<file path="src/core/tla_defs.svh">
// Constants of the transport layer adaptation block: frame layout, codes,
// thresholds. Included by the adaptation module.
`ifndef TLA_DEFS_SVH
`define TLA_DEFS_SVH
`define TLA_FRAME_LEN 16
`define TLA_POS_ALIGN 4'h0
`define TLA_POS_LABEL 4'h1
`define TLA_POS_JCTRL 4'h2
`define TLA_POS_NJO 4'h3
`define TLA_POS_PJO 4'h4
`define TLA_PAYLOAD_PER_FRAME 5'h0c
`define TLA_ALIGN_WORD 8'hf6
`define TLA_JC_NORM 8'h00
`define TLA_JC_INC 8'h0f
`define TLA_JC_DEC 8'hf0
`define TLA_STUFF_BYTE 8'h00
`define TLA_ONES_BYTE 8'hff
`define TLA_SCR_SEED 7'h7f
`define TLA_ES_HIGH 4'h6
`define TLA_ES_LOW 4'h2
`define TLA_HIT_LIMIT 3'h2
`define TLA_MISS_LIMIT 3'h4
`define TLA_LOP_LIMIT 3'h3
`endif

</file>
<file path="src/core/tla_pkg.sv">
// Types shared by the transport layer adaptation block.
// Assumes tla_defs.svh is on the include path.
package tla_pkg;
    // Frame alignment progress, Gray coded along hunt -> presync -> sync
    typedef enum logic [1:0] {
        TLA_HUNT = 2'b00,
        TLA_PRESYNC = 2'b01,
        TLA_SYNC = 2'b11
    } tla_sync_e;
    // One byte position on the combined time-division signal
    typedef struct packed {
        logic [7:0] data; // Byte value
        logic frameStart; // Byte is the first of a frame
    } tla_line_s;
    // Defect report towards fault management
    typedef struct packed {
        logic lossOfFrame; // loss_of_frame_defect
        logic pointerLoss; // pointer_loss_defect
        logic allOnes; // all_ones_alarm_defect
        logic labelMismatch; // payload_type_label mismatch
    } tla_status_s;
endpackage : tla_pkg
</file>
<file path="src/core/tla_adapt.sv">
// Transport layer adaptation: source mapping with justification and
// scrambling, sink alignment, defect detection, descrambling and smoothing.
// Assumes line and client sides share clk.
`timescale 1ns/1ps
`include "tla_defs.svh"

// Overview of operation
// Source scrambles bytes for transition density
// Sink descrambles back to original bytes
// Sink finds frame start by word/pointer
// Persistent miss declares frame/pointer loss
// All-ones input also raises all-ones alarm
// All defects reported as status outputs
// Source output rate higher, overhead gaps
// Near overflow: extra data in justification
// Near underflow: skip justification opportunity data
// Source writes only its own time slots
// Sink reads only its own time slots
// Only activated instance drives shared slots
// Lone instance is permanently selected
// Sink recovers byte timing from stream
// Sink smooths gapped output to client
// Source inserts payload type label
// Sink compares received label with expected
// Label disagreement raises mismatch status
// Fixed thresholds checked per justification opportunity; the code checks them once per frame, at the alignment word
module tla_adapt #(
    parameter int SLOTS = 4, // Time slots per round on the access point
    parameter int SLOT_ID = 0, // Slot owned by this instance
    parameter int ES_DEPTH = 8, // Elastic store depth in bytes
    parameter bit SINGLE_INSTANCE = 1'b0 // Only instance on the access point
) (
    input wire logic clk, // 100 MHz clock
    input wire logic rst, // Synchronous reset, active high
    input wire logic adaptationSelect, // Management activation
    input wire logic alignByPointer, // 1: pointer mode, 0: word search
    input wire logic [7:0] txLabel, // Label code to send
    input wire logic [7:0] expectedLabel, // Label code to expect
    input wire logic [7:0] cliInData, // Client byte in
    input wire logic cliInValid, // Client byte offered
    output logic cliInReady, // Elastic store can take a byte
    input wire logic txSlotStart, // Marks slot 0 of the outgoing round
    output tla_pkg::tla_line_s txLine, // Outgoing byte
    output logic txDrive, // Output enable of our slot
    input wire logic rxSlotStart, // Marks slot 0 of the incoming round
    input wire tla_pkg::tla_line_s rxLine, // Incoming byte, frameStart = mark
    input wire logic rxValid, // Incoming byte present
    output logic recClkEn, // Recovered byte timing pulse
    output logic [7:0] cliOutData, // Client byte out
    output logic cliOutValid, // Client byte offered
    input wire logic cliOutReady, // Client takes the byte
    output tla_pkg::tla_status_s status, // Defects to fault management
    output logic rxOverrun // Pulse: byte dropped, buffer full
);
    import tla_pkg::*;

    localparam int ESW = $clog2(ES_DEPTH);
    localparam int SW = $clog2(SLOTS);

    // Keystream byte and advanced state of the x^7+x^6+1 frame scrambler
    function automatic logic [14:0] tla_scr(input logic [6:0] s);
        logic [6:0] st;
        logic [7:0] key;
        st = s;
        key = 8'h00;
        for (int i = 7; i >= 0; i--) begin
            key[i] = st[6];
            st = {st[5:0], st[6] ^ st[5]};
        end
        return {key, st};
    endfunction : tla_scr

    // Whether this cycle is our slot, given the start mark and the running count
    function automatic logic tla_ours(input logic start, input logic [SW-1:0] cnt);
        return start ? (SLOT_ID == 0) : (cnt == SW'(SLOT_ID));
    endfunction : tla_ours

    // ---------------- Source side state ----------------
    logic [7:0] esMem [ES_DEPTH]; // Elastic store
    logic [ESW-1:0] esWr, esRd, next_esWr, next_esRd; // Store pointers
    logic [ESW:0] esCnt, next_esCnt; // Store fill level
    logic [SW-1:0] txSlot, next_txSlot; // Slot counter of outgoing round
    logic [3:0] txPos, next_txPos; // Byte position in outgoing frame
    logic [6:0] txScr, next_txScr; // Scrambler state
    logic [7:0] txJc, next_txJc; // Justification decision of this frame
    tla_line_s next_txLine; // Next outgoing byte
    logic next_txDrive; // Next output enable
    logic txActive; // Instance may drive its slots
    logic txOurs; // This cycle is our slot
    logic push, pop; // Store write and read
    logic [14:0] txKey; // Keystream for this byte

    assign txActive = SINGLE_INSTANCE | adaptationSelect;
    assign cliInReady = (esCnt != (ESW+1)'(ES_DEPTH));
    assign push = cliInValid & cliInReady;
    assign txOurs = tla_ours(txSlotStart, txSlot);
    assign txKey = tla_scr(txScr);

    // Frame builder: overhead bytes make the gaps, payload drains the store
    always_comb begin
        next_txSlot = txSlotStart ? SW'(1) : ((txSlot == SW'(SLOTS - 1)) ? '0 : txSlot + 1'b1);
        next_txPos = txPos;
        next_txScr = txScr;
        next_txJc = txJc;
        next_txLine = txLine;
        next_txDrive = 1'b0;
        pop = 1'b0;
        if (txOurs) begin
            next_txPos = (txPos == 4'(`TLA_FRAME_LEN - 1)) ? '0 : txPos + 1'b1;
            next_txScr = txKey[6:0];
            next_txLine.frameStart = (txPos == `TLA_POS_ALIGN);
            case (txPos)
                `TLA_POS_ALIGN: begin
                    // Decide once per frame, before the opportunities pass
                    if (esCnt >= 5'(`TLA_ES_HIGH)) begin
                        next_txJc = `TLA_JC_INC;
                    end else if (esCnt <= 5'(`TLA_ES_LOW)) begin
                        next_txJc = `TLA_JC_DEC;
                    end else begin
                        next_txJc = `TLA_JC_NORM;
                    end
                    next_txScr = `TLA_SCR_SEED;
                    next_txLine.data = `TLA_ALIGN_WORD; // Sent in clear for the search
                end
                `TLA_POS_LABEL: next_txLine.data = txLabel ^ txKey[14:7];
                `TLA_POS_JCTRL: next_txLine.data = txJc ^ txKey[14:7];
                `TLA_POS_NJO: begin
                    pop = (txJc == `TLA_JC_INC) && (esCnt != '0);
                    next_txLine.data = (pop ? esMem[esRd] : `TLA_STUFF_BYTE) ^ txKey[14:7];
                end
                `TLA_POS_PJO: begin
                    pop = (txJc != `TLA_JC_DEC) && (esCnt != '0);
                    next_txLine.data = (pop ? esMem[esRd] : `TLA_STUFF_BYTE) ^ txKey[14:7];
                end
                default: begin
                    // Empty store sends stuffing; justification keeps this rare
                    pop = (esCnt != '0);
                    next_txLine.data = (pop ? esMem[esRd] : `TLA_STUFF_BYTE) ^ txKey[14:7];
                end
            endcase
            next_txDrive = txActive;
            pop = pop & txActive;
        end
        next_esWr = push ? esWr + 1'b1 : esWr;
        next_esRd = pop ? esRd + 1'b1 : esRd;
        next_esCnt = esCnt + (ESW+1)'(push) - (ESW+1)'(pop);
    end

    // Source registers; store pointers wrap for power-of-two depth
    always_ff @(posedge clk) begin
        if (rst) begin
            esWr <= '0;
            esRd <= '0;
            esCnt <= '0;
            txSlot <= '0;
            txPos <= '0;
            txScr <= `TLA_SCR_SEED;
            txJc <= `TLA_JC_NORM;
            txLine <= '0;
            txDrive <= 1'b0;
        end else begin
            esWr <= next_esWr;
            esRd <= next_esRd;
            esCnt <= next_esCnt;
            txSlot <= next_txSlot;
            txPos <= next_txPos;
            txScr <= next_txScr;
            txJc <= next_txJc;
            txLine <= next_txLine;
            txDrive <= next_txDrive;
        end
    end

    // Store array carries no reset; only written bytes are ever read
    always_ff @(posedge clk) begin
        if (push) begin
            esMem[esWr] <= cliInData;
        end
    end

    // ---------------- Sink side state ----------------
    tla_sync_e rxState, next_rxState; // Alignment state
    logic [SW-1:0] rxSlot, next_rxSlot; // Slot counter of incoming round
    logic [3:0] rxPos, next_rxPos; // Byte position in incoming frame
    logic [6:0] rxScr, next_rxScr; // Descrambler state
    logic [7:0] rxJc, next_rxJc; // Received justification control
    logic [2:0] hitCnt, next_hitCnt; // Consecutive good alignment words
    logic [2:0] missCnt, next_missCnt; // Consecutive missing words or pointers
    logic [4:0] onesRun, next_onesRun; // Consecutive all-ones bytes
    tla_status_s next_status; // Next defect report
    logic next_recClkEn; // Next timing pulse
    logic rxOurs, rxTake; // Our slot, and a byte in it
    logic [14:0] rxKey; // Keystream for this byte
    logic [7:0] plain; // Descrambled byte
    logic locked; // Frame position trusted
    logic capture; // Byte is client payload

    assign rxOurs = tla_ours(rxSlotStart, rxSlot);
    assign rxTake = rxOurs & rxValid;
    assign rxKey = tla_scr(rxScr);
    assign plain = rxLine.data ^ rxKey[14:7];
    assign locked = alignByPointer ? !status.pointerLoss : (rxState == TLA_SYNC);

    // Alignment, defect detection, label check and payload selection
    always_comb begin
        next_rxSlot = rxSlotStart ? SW'(1) : ((rxSlot == SW'(SLOTS - 1)) ? '0 : rxSlot + 1'b1);
        next_rxState = rxState;
        next_rxPos = rxPos;
        next_rxScr = rxScr;
        next_rxJc = rxJc;
        next_hitCnt = hitCnt;
        next_missCnt = missCnt;
        next_onesRun = onesRun;
        next_status = status;
        next_recClkEn = rxTake;
        capture = 1'b0;
        if (rxTake) begin
            next_onesRun = (rxLine.data != `TLA_ONES_BYTE) ? '0 :
                ((onesRun == 5'(`TLA_FRAME_LEN)) ? onesRun : onesRun + 1'b1);
            next_rxPos = (rxPos == 4'(`TLA_FRAME_LEN - 1)) ? '0 : rxPos + 1'b1;
            next_rxScr = rxKey[6:0];
            if (alignByPointer) begin
                // Pointer mode: frame start is supplied, pointer sits at position 0
                next_rxState = TLA_HUNT;
                next_status.lossOfFrame = 1'b0;
                if (rxLine.frameStart) begin
                    next_rxPos = 4'h1;
                    next_rxScr = `TLA_SCR_SEED;
                    if (rxLine.data > 8'(`TLA_POS_PJO) && rxLine.data < 8'(`TLA_FRAME_LEN)) begin
                        next_missCnt = '0;
                        next_status.pointerLoss = 1'b0;
                    end else if (missCnt + 1'b1 >= `TLA_LOP_LIMIT) begin
                        next_status.pointerLoss = 1'b1;
                    end else begin
                        next_missCnt = missCnt + 1'b1;
                    end
                end
            end else begin
                next_status.pointerLoss = 1'b0;
                case (rxState)
                    TLA_HUNT: begin
                        // Search every byte of our slots for the word
                        if (rxLine.data == `TLA_ALIGN_WORD) begin
                            next_rxState = TLA_PRESYNC;
                            next_rxPos = 4'h1;
                            next_rxScr = `TLA_SCR_SEED;
                            next_hitCnt = 3'h1;
                            next_missCnt = '0;
                        end
                    end
                    TLA_PRESYNC, TLA_SYNC: begin
                        if (rxPos == `TLA_POS_ALIGN) begin
                            next_rxScr = `TLA_SCR_SEED;
                            if (rxLine.data == `TLA_ALIGN_WORD) begin
                                next_missCnt = '0;
                                if (rxState == TLA_PRESYNC) begin
                                    next_hitCnt = hitCnt + 1'b1;
                                end
                                if (rxState == TLA_PRESYNC && hitCnt + 1'b1 >= `TLA_HIT_LIMIT) begin
                                    next_rxState = TLA_SYNC;
                                    next_status.lossOfFrame = 1'b0;
                                end
                            end else if (rxState == TLA_PRESYNC) begin
                                next_rxState = TLA_HUNT;
                            end else if (missCnt + 1'b1 >= `TLA_MISS_LIMIT) begin
                                next_rxState = TLA_HUNT;
                                next_status.lossOfFrame = 1'b1;
                                next_missCnt = '0;
                            end else begin
                                next_missCnt = missCnt + 1'b1;
                            end
                        end
                    end
                    default: next_rxState = TLA_HUNT;
                endcase
            end
            if (locked) begin
                case (rxPos)
                    `TLA_POS_ALIGN: capture = 1'b0;
                    `TLA_POS_LABEL: next_status.labelMismatch = (plain != expectedLabel);
                    `TLA_POS_JCTRL: next_rxJc = plain;
                    `TLA_POS_NJO: capture = (rxJc == `TLA_JC_INC);
                    `TLA_POS_PJO: capture = (rxJc != `TLA_JC_DEC);
                    default: capture = 1'b1;
                endcase
            end else begin
                // Label is meaningless without alignment; the loss defect covers it
                next_status.labelMismatch = 1'b0;
            end
        end
        // All-ones counts only as an explanation of an alignment defect
        next_status.allOnes = (next_status.lossOfFrame | next_status.pointerLoss)
            & (next_onesRun == 5'(`TLA_FRAME_LEN));
        if (next_status.lossOfFrame | next_status.pointerLoss) next_status.labelMismatch = 1'b0;
    end

    // Sink registers; loss of frame starts raised until word alignment is proven or a byte is taken in pointer mode
    always_ff @(posedge clk) begin
        if (rst) begin
            rxState <= TLA_HUNT;
            rxSlot <= '0;
            rxPos <= '0;
            rxScr <= `TLA_SCR_SEED;
            rxJc <= `TLA_JC_NORM;
            hitCnt <= '0;
            missCnt <= '0;
            onesRun <= '0;
            status <= 4'b1000;
            recClkEn <= 1'b0;
        end else begin
            rxState <= next_rxState;
            rxSlot <= next_rxSlot;
            rxPos <= next_rxPos;
            rxScr <= next_rxScr;
            rxJc <= next_rxJc;
            hitCnt <= next_hitCnt;
            missCnt <= next_missCnt;
            onesRun <= next_onesRun;
            status <= next_status;
            recClkEn <= next_recClkEn;
        end
    end

    // ---------------- Two-entry buffer with smoothing ----------------
    logic [7:0] bufMem [2]; // Buffer entries
    logic bufWr, bufRd, next_bufWr, next_bufRd; // Buffer pointers
    logic [1:0] bufCnt, next_bufCnt; // Buffer fill
    logic [7:0] pace, next_pace; // Rate accumulator
    logic credit, next_credit; // One release earned
    logic bufPush, bufPop; // Buffer write and read
    logic next_rxOverrun; // Next drop pulse

    assign bufPush = capture & (bufCnt != 2'h2);
    assign cliOutValid = (bufCnt != '0) & (credit | bufCnt == 2'h2);
    assign bufPop = cliOutValid & cliOutReady;
    assign cliOutData = bufMem[bufRd];

    // Releases are paced at the mean payload rate; a full buffer releases early
    // since two entries cannot absorb a long burst, a deliberate trade-off
    always_comb begin
        next_bufWr = bufPush ? ~bufWr : bufWr;
        next_bufRd = bufPop ? ~bufRd : bufRd;
        next_bufCnt = bufCnt + 2'(bufPush) - 2'(bufPop);
        next_pace = pace;
        next_credit = credit & ~bufPop;
        next_rxOverrun = capture & (bufCnt == 2'h2);
        if (rxOurs) begin
            if (pace + 8'(`TLA_PAYLOAD_PER_FRAME) >= 8'(`TLA_FRAME_LEN)) begin
                next_pace = pace + 8'(`TLA_PAYLOAD_PER_FRAME) - 8'(`TLA_FRAME_LEN);
                next_credit = 1'b1;
            end else begin
                next_pace = pace + 8'(`TLA_PAYLOAD_PER_FRAME);
            end
        end
    end

    // Buffer control registers
    always_ff @(posedge clk) begin
        if (rst) begin
            bufWr <= 1'b0;
            bufRd <= 1'b0;
            bufCnt <= '0;
            pace <= '0;
            credit <= 1'b0;
            rxOverrun <= 1'b0;
        end else begin
            bufWr <= next_bufWr;
            bufRd <= next_bufRd;
            bufCnt <= next_bufCnt;
            pace <= next_pace;
            credit <= next_credit;
            rxOverrun <= next_rxOverrun;
        end
    end

    // Buffer data, cleared at reset so the data output is defined
    always_ff @(posedge clk) begin
        if (rst) begin
            bufMem[0] <= '0;
            bufMem[1] <= '0;
        end else if (bufPush) begin
            bufMem[bufWr] <= plain;
        end
    end
endmodule : tla_adapt

</file>
<file path="config.mk">
export PLATFORM = sky130hd
export DESIGN_NAME = tla_adapt
export DESIGN_NICKNAME = d
export VERILOG_FILES = /design/src/core/tla_pkg.sv /design/src/core/tla_adapt.sv
export VERILOG_INCLUDE_DIRS = /design/src /design/src/core
export SDC_FILE = /design/constraint.sdc
export NUM_CORES = 1
export LEC_CHECK = 0
export BUFFER_PORTS_ARGS = -buffer_cell sky130_fd_sc_hd__clkbuf_2
export CAP_MARGIN = 20
export CORE_UTILIZATION = 40
export DETAILED_ROUTE_END_ITERATION = 8
export SLEW_MARGIN = 15
export SYNTH_ARGS = -nofsm -noshare
export SYNTH_HDL_FRONTEND = slang
export SYNTH_SLANG_ARGS = --single-unit
</file>
<file path="constraint.sdc">
create_clock -name clk -period 3.2 [get_ports clk]
set_clock_uncertainty 0.05 [all_clocks]
set_input_delay 0.32 -clock clk [delete_from_list [all_inputs] [get_ports clk]]
set_output_delay 0.32 -clock clk [all_outputs]
set_load 0.01 [all_outputs]
</file>
# Word level (Yosys, flattened, before mapping)
# Memories as Yosys holds them, arrays and structs flattened. A register that Yosys moved wholly into a read port is not among the register bits.
# Cells that the tools add are included.
# word_totals
wordCells	247
output_inout_bits	26
regBits	94
memories	2
mem_bits_rw	80
# mem_list
memory	words	width	rd	rd_ports_with_merged_regs	wr	line	text
esMem	8	8	1	1	1	tla_adapt.sv:79	logic [7:0] esMem [ES_DEPTH];
bufMem	2	8	1	1	2	tla_adapt.sv:325	logic [7:0] bufMem [2];
# classes
n_reduce_logical	28
magnitude_cmp	8
add_sub_neg	15
bitwise_logic	38
eq_ne	38
mux	87
# op_table
cell	n
$mux W8	7
$xor A8 B8 Y8	6
$mux W3	15
$pmux W8 S5	1
$mux W1	35
$mux W7	5
$mux W4	6
$ne A8 B8 Y1 const B	3
$mux W2	9
$eq A4 B2 Y1 const B	4
$eq A8 B4 Y1 const B	2
$xor A1 B1 Y1	16
$mux W5	3
$pmux W7 S2	1
$reduce_and A7 Y1	2
$add A3 B1 Y3 const B	4
$ne A4 B4 Y1 const B	3
$pmux W3 S2	2
$reduce_or A3 Y1	4
$eq A5 B5 Y1 const B	2
$ne A2 B2 Y1 const B	5
$and A1 B1 Y1	9
$ne A3 B3 Y1 const B	3
$add A4 B1 Y4 const B	2
40 further kinds	65

# Logic depth before layout (Yosys ltp)
# Gate-level depths: netlist (run 1).
# logic_depth
word_depth	11
depth_mapped	12
depth_no_buf	12

# Worst setup path before layout (run 1)
# OpenSTA, ideal clock, no wires.
# synth_timing
path_type	reg2reg
startpoint	register txPos[0]
endpoint	register esCnt[3]
path_stages_with_launch	13
period_less_slack_ps	2634
setup_slack_ps	566
required_time_ps	3022
t_arrival_ps	2457
path_cell_list	dfxtp_1 > inv_1 > ha_1 > or3b_1 > buf_6 > o31a_1 > o2111ai_2 > nand2b_1 > ha_1 > a21o_1 > a21oi_1 > xnor2_1 > nor2_1
# synth_between
elab_chain_cells	7
# synth_rtl
item	line	text
start, declared	tla_adapt.sv:83	logic [3:0] txPos, next_txPos;
start signal, assigned	tla_adapt.sv:166	txPos <= next_txPos;
$eq A4 B2 Y1, or another cell as far along	tla_adapt.sv:112	case (txPos)
$reduce_or A3 Y1 (no source line)	--	
$pmux W1 S3 (*)	tla_adapt.sv:112	
$mux W1 (*)	tla_adapt.sv:108	if (txOurs) begin
$and A1 B1 Y1 (*)	tla_adapt.sv:142	pop = pop & txActive;
$mux W1 (*)	tla_adapt.sv:108	
$sub A4 B1 Y4 (*)	tla_adapt.sv:146	next_esCnt = esCnt + (ESW+1)'(push) - (ESW+1)'(pop);
end signal, assigned	tla_adapt.sv:164	esCnt <= next_esCnt;
end, declared	tla_adapt.sv:81	logic [ESW:0] esCnt, next_esCnt;
# Every way passes the cells marked *; elsewhere a longest branch is shown, timed or not. The select of a mux whose other input is x is not followed.
# A chain may end at the register's enable or synchronous reset.

# Worst setup path in the final report (run 1)
# layout_timing
startpoint	register txPos[1]
endpoint	register esCnt[3]
# The elaborated chain is that of the path after synthesis.

==> impl_metrics.env, run 1 <==
export IMPL_fp_dieH_um=147
export IMPL_placed_area_sq_um=9010
export IMPL_final_hold_viol_count=0
export IMPL_wl_um=17100
export IMPL_netlist_area_sq_um=8360
export IMPL_cap_violations=0
export IMPL_period_minus_slack_ns=2.79
export IMPL_instances_no_fill=1129
export IMPL_critPathSlowestCell="dfxtp_1"
export IMPL_setup_viol=0
export IMPL_final_max_slew_viol_count=0
export IMPL_clock_sinks=170
export IMPL_syn_inst=773
export IMPL_dp_cells=1097
export IMPL_drc_errors=0
export IMPL_grt_max_degree=32
export IMPL_irDropWorstVdd_mv=0.443
export IMPL_synth_top_area_cell="edfxtp_1"
export IMPL_drive_above_1_share_pct=17.6
export IMPL_wl_per_cell_um=15.1
export IMPL_io_buffer_count=67
export IMPL_top_layer="met4"
export IMPL_critPathBufInv=1
export IMPL_fin_nets=922
export IMPL_grt_pass1_wl_um=28500
export IMPL_stdcell_area_sq_um=9640
export IMPL_path_common_cell="ha_1"
export IMPL_initial_core_util_pct=41.1
export IMPL_synth_common_cells="dfxtp_1 (90), nor2_1 (90), edfxtp_1 (80)"
export IMPL_grt_pass1_vias=5653
export IMPL_core_region_area_sq_um=20400
export IMPL_p_per_area_nw_per_um2=616
export IMPL_dieArea_sq_um=21500
export IMPL_synthArstFlopShare_pct=0
export IMPL_grt_ovfl_total=0
export IMPL_finalCritPeriodShare_pct=87.2
export IMPL_first_iter_violations=330
export IMPL_syn_avg_cell_area_sq_um=10.8
export IMPL_yosys_warnings=0
export IMPL_vias_per_cell=5.25
export IMPL_ctsResizeCount=0
export IMPL_m1WireLength_um=8380
export IMPL_multi_input_area_sq_um=3860
export IMPL_hpwl_um=12100
export IMPL_min_path_type="in2reg"
export IMPL_ys_types=78
export IMPL_worst_ep_required_time_ns=3.46
export IMPL_worst_pin_slew_ns=0.781
export IMPL_synth_area_leaders="edfxtp_1 (29%), dfxtp_1 (22%), ha_1 (4.9%)"
export IMPL_synth_top_area_share_pct=28.7
export IMPL_num_rows=52
export IMPL_startpoint_type="register"
export IMPL_cts_hold_buf=0
export IMPL_grt_usage_pct=16.7
export IMPL_cts_setup_buffers=0
export IMPL_slowest_delay_ns=0.41
export IMPL_slew_headroom_pct=47.8
export IMPL_tritoncts="yes"
export IMPL_clk_insertion_delay_late_ns=0.43
export IMPL_drtPass1Iterations=5
export IMPL_htree_levels=4
export IMPL_crit_type="reg2reg"
export IMPL_num_vias=5927
export IMPL_status="complete, no violations"
export IMPL_wl_met2_um=7900
export IMPL_grt_antenna_before_repair=0
export IMPL_synth_edf_count=80
export IMPL_ff2ff_setup_slack_ns=0.41
export IMPL_cts_buffer_depth=2
export IMPL_rsz0062_at_grt="no"
export IMPL_ios=68
export IMPL_syn_num_nets=849
export IMPL_final_fill_count=1872
export IMPL_clockRootBuffer="clkbuf_16"
export IMPL_dieWidth_um=147
export IMPL_insertedDiodeCount=0
export IMPL_seq_area_sq_um=4200
export IMPL_p_leak_nw=3.63
export IMPL_path_cells="inv_1, ha_1, nor4_1, o31a_1, o2111ai_2, nand2b_1, ha_1, a21o_1, a21oi_1, xnor2_1, nor2_1"
export IMPL_route_antenna_remaining_nets=0
export IMPL_crit_family="compound AO/OA/AOI/OAI gates"
export IMPL_arrival_ns=3.06
export IMPL_wl_met3_um=530
export IMPL_synthFlopType="dfxtp_1"
export IMPL_max_freq_mhz=358
export IMPL_power_mw=5.94
export IMPL_fin_tns_setup_ns=0
export IMPL_synth_seq_cells=170
export IMPL_seq_area_frac_synth_pct=50.3
export IMPL_cp_end_kind="register"
export IMPL_clk_pin_slew_ns=0.07
export IMPL_gp_congestion=0.812
export IMPL_cp_max_fo=9
export IMPL_cts_buffers=17
export IMPL_area_growth_synth_to_final_pct=15.4
registers in the layout (all words and copies together), names as in the netlist, 3 cells and up, named ones only:
| name | flops |
|---|---|
| txPos | 4 |
| esWr | 3 |
| esCnt | 4 |
| missCnt | 3 |
| pace | 6 |
| txScr | 7 |
| hitCnt | 3 |
| status | 4 |
| rxScr | 7 |
| onesRun | 5 |
| esMem | 64 |
| txLine | 9 |
| rxPos | 4 |
| bufMem | 16 |
| rxJc | 8 |
| esRd | 3 |
per-stage QoR:
stage | utilization, % | hold slack (ns) | worst slack [ns]
after floorplan | - | 0.347 | 0.566
after global placement | 44.3 | 0.398 | 0.424
after detailed placement | 44.3 | 0.404 | 0.396
after CTS | 47.4 | 0.0394 | 0.375
after global routing | 47.4 | 0.0620 | 0.0947
final | 47.4 | 0.0605 | 0.409
cell usage in the layout, fill, tap and decap left out, drive strengths merged, types with 4 or more instances in the layout:
cell type,n
a2111oi,4
a211o,4
a211oi,12
a21oi,36
a221oi,4
a31oi,7
and2,6
and3,8
buf,20
clkbuf,84
clkinv,10
dfxtp,90
edfxtp,80
ha,33
inv,37
mux2,14
mux2i,5
mux4,16
nand2,68
nand2b,10
nand3,22
nand3b,4
nand4,7
nor2,90
nor2b,9
nor3,15
nor4,8
nor4b,4
o211ai,7
o21a,4
o21ai,26
o2bb2ai,7
or3,9
or4,4
xnor2,33
xor2,19
logic make-up (layout without fill, tap and decap cells):
| family | Yosys count | after routing | synth area share (%) |
|---|---|---|---|
| flip-flops | 170 | 170 | 50.3 |
| multiplexers | 35 | 35 | 7.42 |
| adder cells (fa/ha/maj) | 34 | 34 | 5.18 |
| AND/OR/NAND/NOR | 278 | 278 | 16.4 |
| buffers and inverters | 65 | 151 | 3.56 |
| AO/OA/AOI/OAI | 139 | 139 | 11.7 |
| XOR/XNOR | 52 | 52 | 5.45 |
path summary, 6_finish.rpt:
path                          from                   end  cells past startpoint
max          txPos[1]$_SDFFE_PP0P_   esCnt[3]$_SDFF_PP0_                     11
min                    txSlotStart  txSlot[1]$_SDFF_PP0_                      2
max reg2reg  txPos[1]$_SDFFE_PP0P_   esCnt[3]$_SDFF_PP0_                     11
min reg2reg      credit$_SDFF_PP0_     credit$_SDFF_PP0_                      2
layer usage:
metal	track usage, %	vias to the layer above
li1	-	2985
met1	22.6	2816
met2	27.0	104
met3	2.75	22
met4	5.78	0
met5	0	-
area by class of cell:
| cell class | instances | share of cell area, % |
|---|---|---|
| clock buffer | 17 | 4.41 |
| clock inverter | 15 | 2.14 |
| inverter | 32 | 1.25 |
| multi-input combinational | 538 | 40.1 |
| sequential | 170 | 43.6 |
| tap | 270 | 3.50 |
| timing repair buffer | 87 | 5.03 |
where the power goes:
part | switching [mW] | total [mW] | internal, mW
clock network | 1.03 | 2.11 | 1.08
registers | 0.165 | 2.63 | 2.46
logic | 0.662 | 1.20 | 0.538
total | 1.86 | 5.94 | 4.08
Note: power is estimated with default switching activity, not from simulation.
==> inputs of run 2 (changes only) <==
--- a/config.mk
+++ b/config.mk
@@ -7,10 +7,9 @@
 export NUM_CORES = 1
 export LEC_CHECK = 0
 export BUFFER_PORTS_ARGS = -buffer_cell sky130_fd_sc_hd__clkbuf_2
-export CAP_MARGIN = 20
+export CORE_MARGIN = 5
 export CORE_UTILIZATION = 40
 export DETAILED_ROUTE_END_ITERATION = 8
-export SLEW_MARGIN = 15
 export SYNTH_ARGS = -nofsm -noshare
 export SYNTH_HDL_FRONTEND = slang
 export SYNTH_SLANG_ARGS = --single-unit
==> impl_metrics.env, run 2 (synthesis results as in run 1) <==
export IMPL_crit_path_start="txPos[1]$_SDFFE_PP0P_"
export IMPL_final_hold_viol_count=0
export IMPL_max_freq_mhz=351
export IMPL_vias_per_cell=5.24
export IMPL_route_antenna_remaining_nets=0
export IMPL_period_minus_slack_ns=2.85
export IMPL_wl_per_cell_um=15.5
export IMPL_cts_buffers=17
export IMPL_min_path_type="in2reg"
export IMPL_final_max_slew_viol_count=0
export IMPL_startpoint_type="register"
export IMPL_cp_max_fo=9
export IMPL_most_common_layout_cells="nor2_1 (90), dfxtp_1 (90), edfxtp_1 (80)"
export IMPL_dieWidth_um=155
export IMPL_worst_pin_slew_ns=0.776
export IMPL_finish_utilization_pct=47.2
export IMPL_drive_above_1_share_pct=17.4
export IMPL_clock_sinks=170
export IMPL_reg2reg_from="txPos[1]$_SDFFE_PP0P_"
export IMPL_insertedDiodeCount=0
export IMPL_cts_hold_buf=0
export IMPL_cap_violations=0
export IMPL_finalCritPeriodShare_pct=89.1
export IMPL_grt_ovfl_total=0
export IMPL_cts_setup_buffers=0
export IMPL_grt_pass1_wl_um=29400
export IMPL_arrival_ns=3.10
export IMPL_drtPass1Iterations=5
export IMPL_grt_antenna_before_repair=0
export IMPL_drc_errors=0
export IMPL_p_leak_nw=3.63
export IMPL_slew_headroom_pct=48.0
export IMPL_cp_end_kind="register"
export IMPL_clk_insertion_delay_late_ns=0.44
export IMPL_path_common_cell="ha_1"
export IMPL_grt_pass1_vias=5754
export IMPL_largestRegisters="esMem (64), bufMem (16), txLine (9)"
export IMPL_largest_register="esMem"
export IMPL_rsz0062_at_grt="no"
export IMPL_tritoncts="yes"
export IMPL_power_mw=6.00
export IMPL_fin_nets=921
export IMPL_cts_buffer_depth=2
export IMPL_path_cells="inv_1, ha_1, nor4_1, o31a_1, o2111ai_2, nand2b_1, ha_1, a21o_1, a21oi_1, xnor2_1, nor2_1"
export IMPL_worst_ep_required_time_ns=3.45
export IMPL_htree_levels=4
export IMPL_hp_start="txSlotStart"
export IMPL_initial_core_util_pct=40.9
export IMPL_grt_max_degree=71
export IMPL_grt_usage_pct=15.1
export IMPL_fin_tns_setup_ns=0
export IMPL_area_growth_synth_to_final_pct=15.3
export IMPL_status="complete, no violations"
export IMPL_fp_dieH_um=155
export IMPL_crit_type="reg2reg"
export IMPL_first_iter_violations=340
export IMPL_irDropWorstVdd_mv=0.390
export IMPL_num_rows=52
export IMPL_p_per_area_nw_per_um2=622
export IMPL_io_buffer_count=67
export IMPL_dieArea_sq_um=23900
export IMPL_holdWs_ns=0.0338
export IMPL_critPathSlowestCell="dfxtp_1"
export IMPL_slowest_delay_ns=0.40
export IMPL_gp_congestion=0.792
export IMPL_hpwl_um=12200
export IMPL_largest_reg_flops=64
export IMPL_wl_um=17500
export IMPL_clk_pin_slew_ns=0.08
export IMPL_ios=68
export IMPL_core_region_area_sq_um=20400
export IMPL_setup_viol=0
export IMPL_num_vias=5913
export IMPL_clockRootBuffer="clkbuf_16"
export IMPL_ctsResizeCount=0
==> run 2: changes by cell type in the layout (fill, tap and decap cells not counted) <==
cell      before  now
nor4_2         2    1
inv_6          1    2
inv_16         0    1
buf_4         20   19
clkinv_4       2    0
nor4_1         6    7
clkinv_8       7    4
inv_12         2    5
==> run 2: metrics by stage <==
step	setup slack [ns]	cells	instance area, sq um
CTS	0.318	1128	9640
global placement	0.396	1096	9000
finish	0.349	1128	9640
detailed placement	0.338	1096	9000
floorplan	0.566	773	8360
global route	0.114	1128	9640
==> run 2: per-layer routing <==
layer,vias to the layer above,share of wire [%],GRT usage [%],routed length (um)
met2,95,47,24.0,8200
li1,2980,-,-,-
met1,2815,48,21.0,8420
met5,-,0,0,0
met4,0,1.5,5.05,268
met3,23,3.6,2.96,639
==> run 2: critical path: cells and delay by family (launching register included) <==
kind	cells	cell delay, ns
and+or+nand+nor	3	0.67
buffers and inverters	1	0.10
DFF	1	0.40
adders and majority gates	2	0.59
AOI/OAI and AO/OA	4	0.78
xor gates and xnor gates	1	0.13
==> run 2: power breakdown <==
group          switching, mW  total, mW  internal [mW]  leakage (nW)
Clock                   1.08       2.18           1.11         0.311
Combinational          0.658       1.19          0.536          1.83
Sequential             0.162       2.62           2.46          1.48
Total                   1.90       6.00           4.10          3.63
==> run 2: cell type report <==
class | count | area [sq um]
flip-flops and latches | 170 | 4200
fillers | 1887 | 10800
clock inverters | 15 | 218
multi-input cells | 538 | 3860
well taps | 270 | 338
clock buffers | 17 | 425
inverters | 32 | 120
repair buffers | 86 | 478
==> run 2: path summary, 6_finish.rpt <==
check | depth (start not counted) | endpoint | slack, ns
hold reg to reg | 2 | credit$_SDFF_PP0_ | 0.42
setup / recovery | 11 | esCnt[3]$_SDFF_PP0_ | 0.35
setup reg to reg | 11 | esCnt[3]$_SDFF_PP0_ | 0.35
hold / removal | 2 | txSlot[1]$_SDFF_PP0_ | 0.03
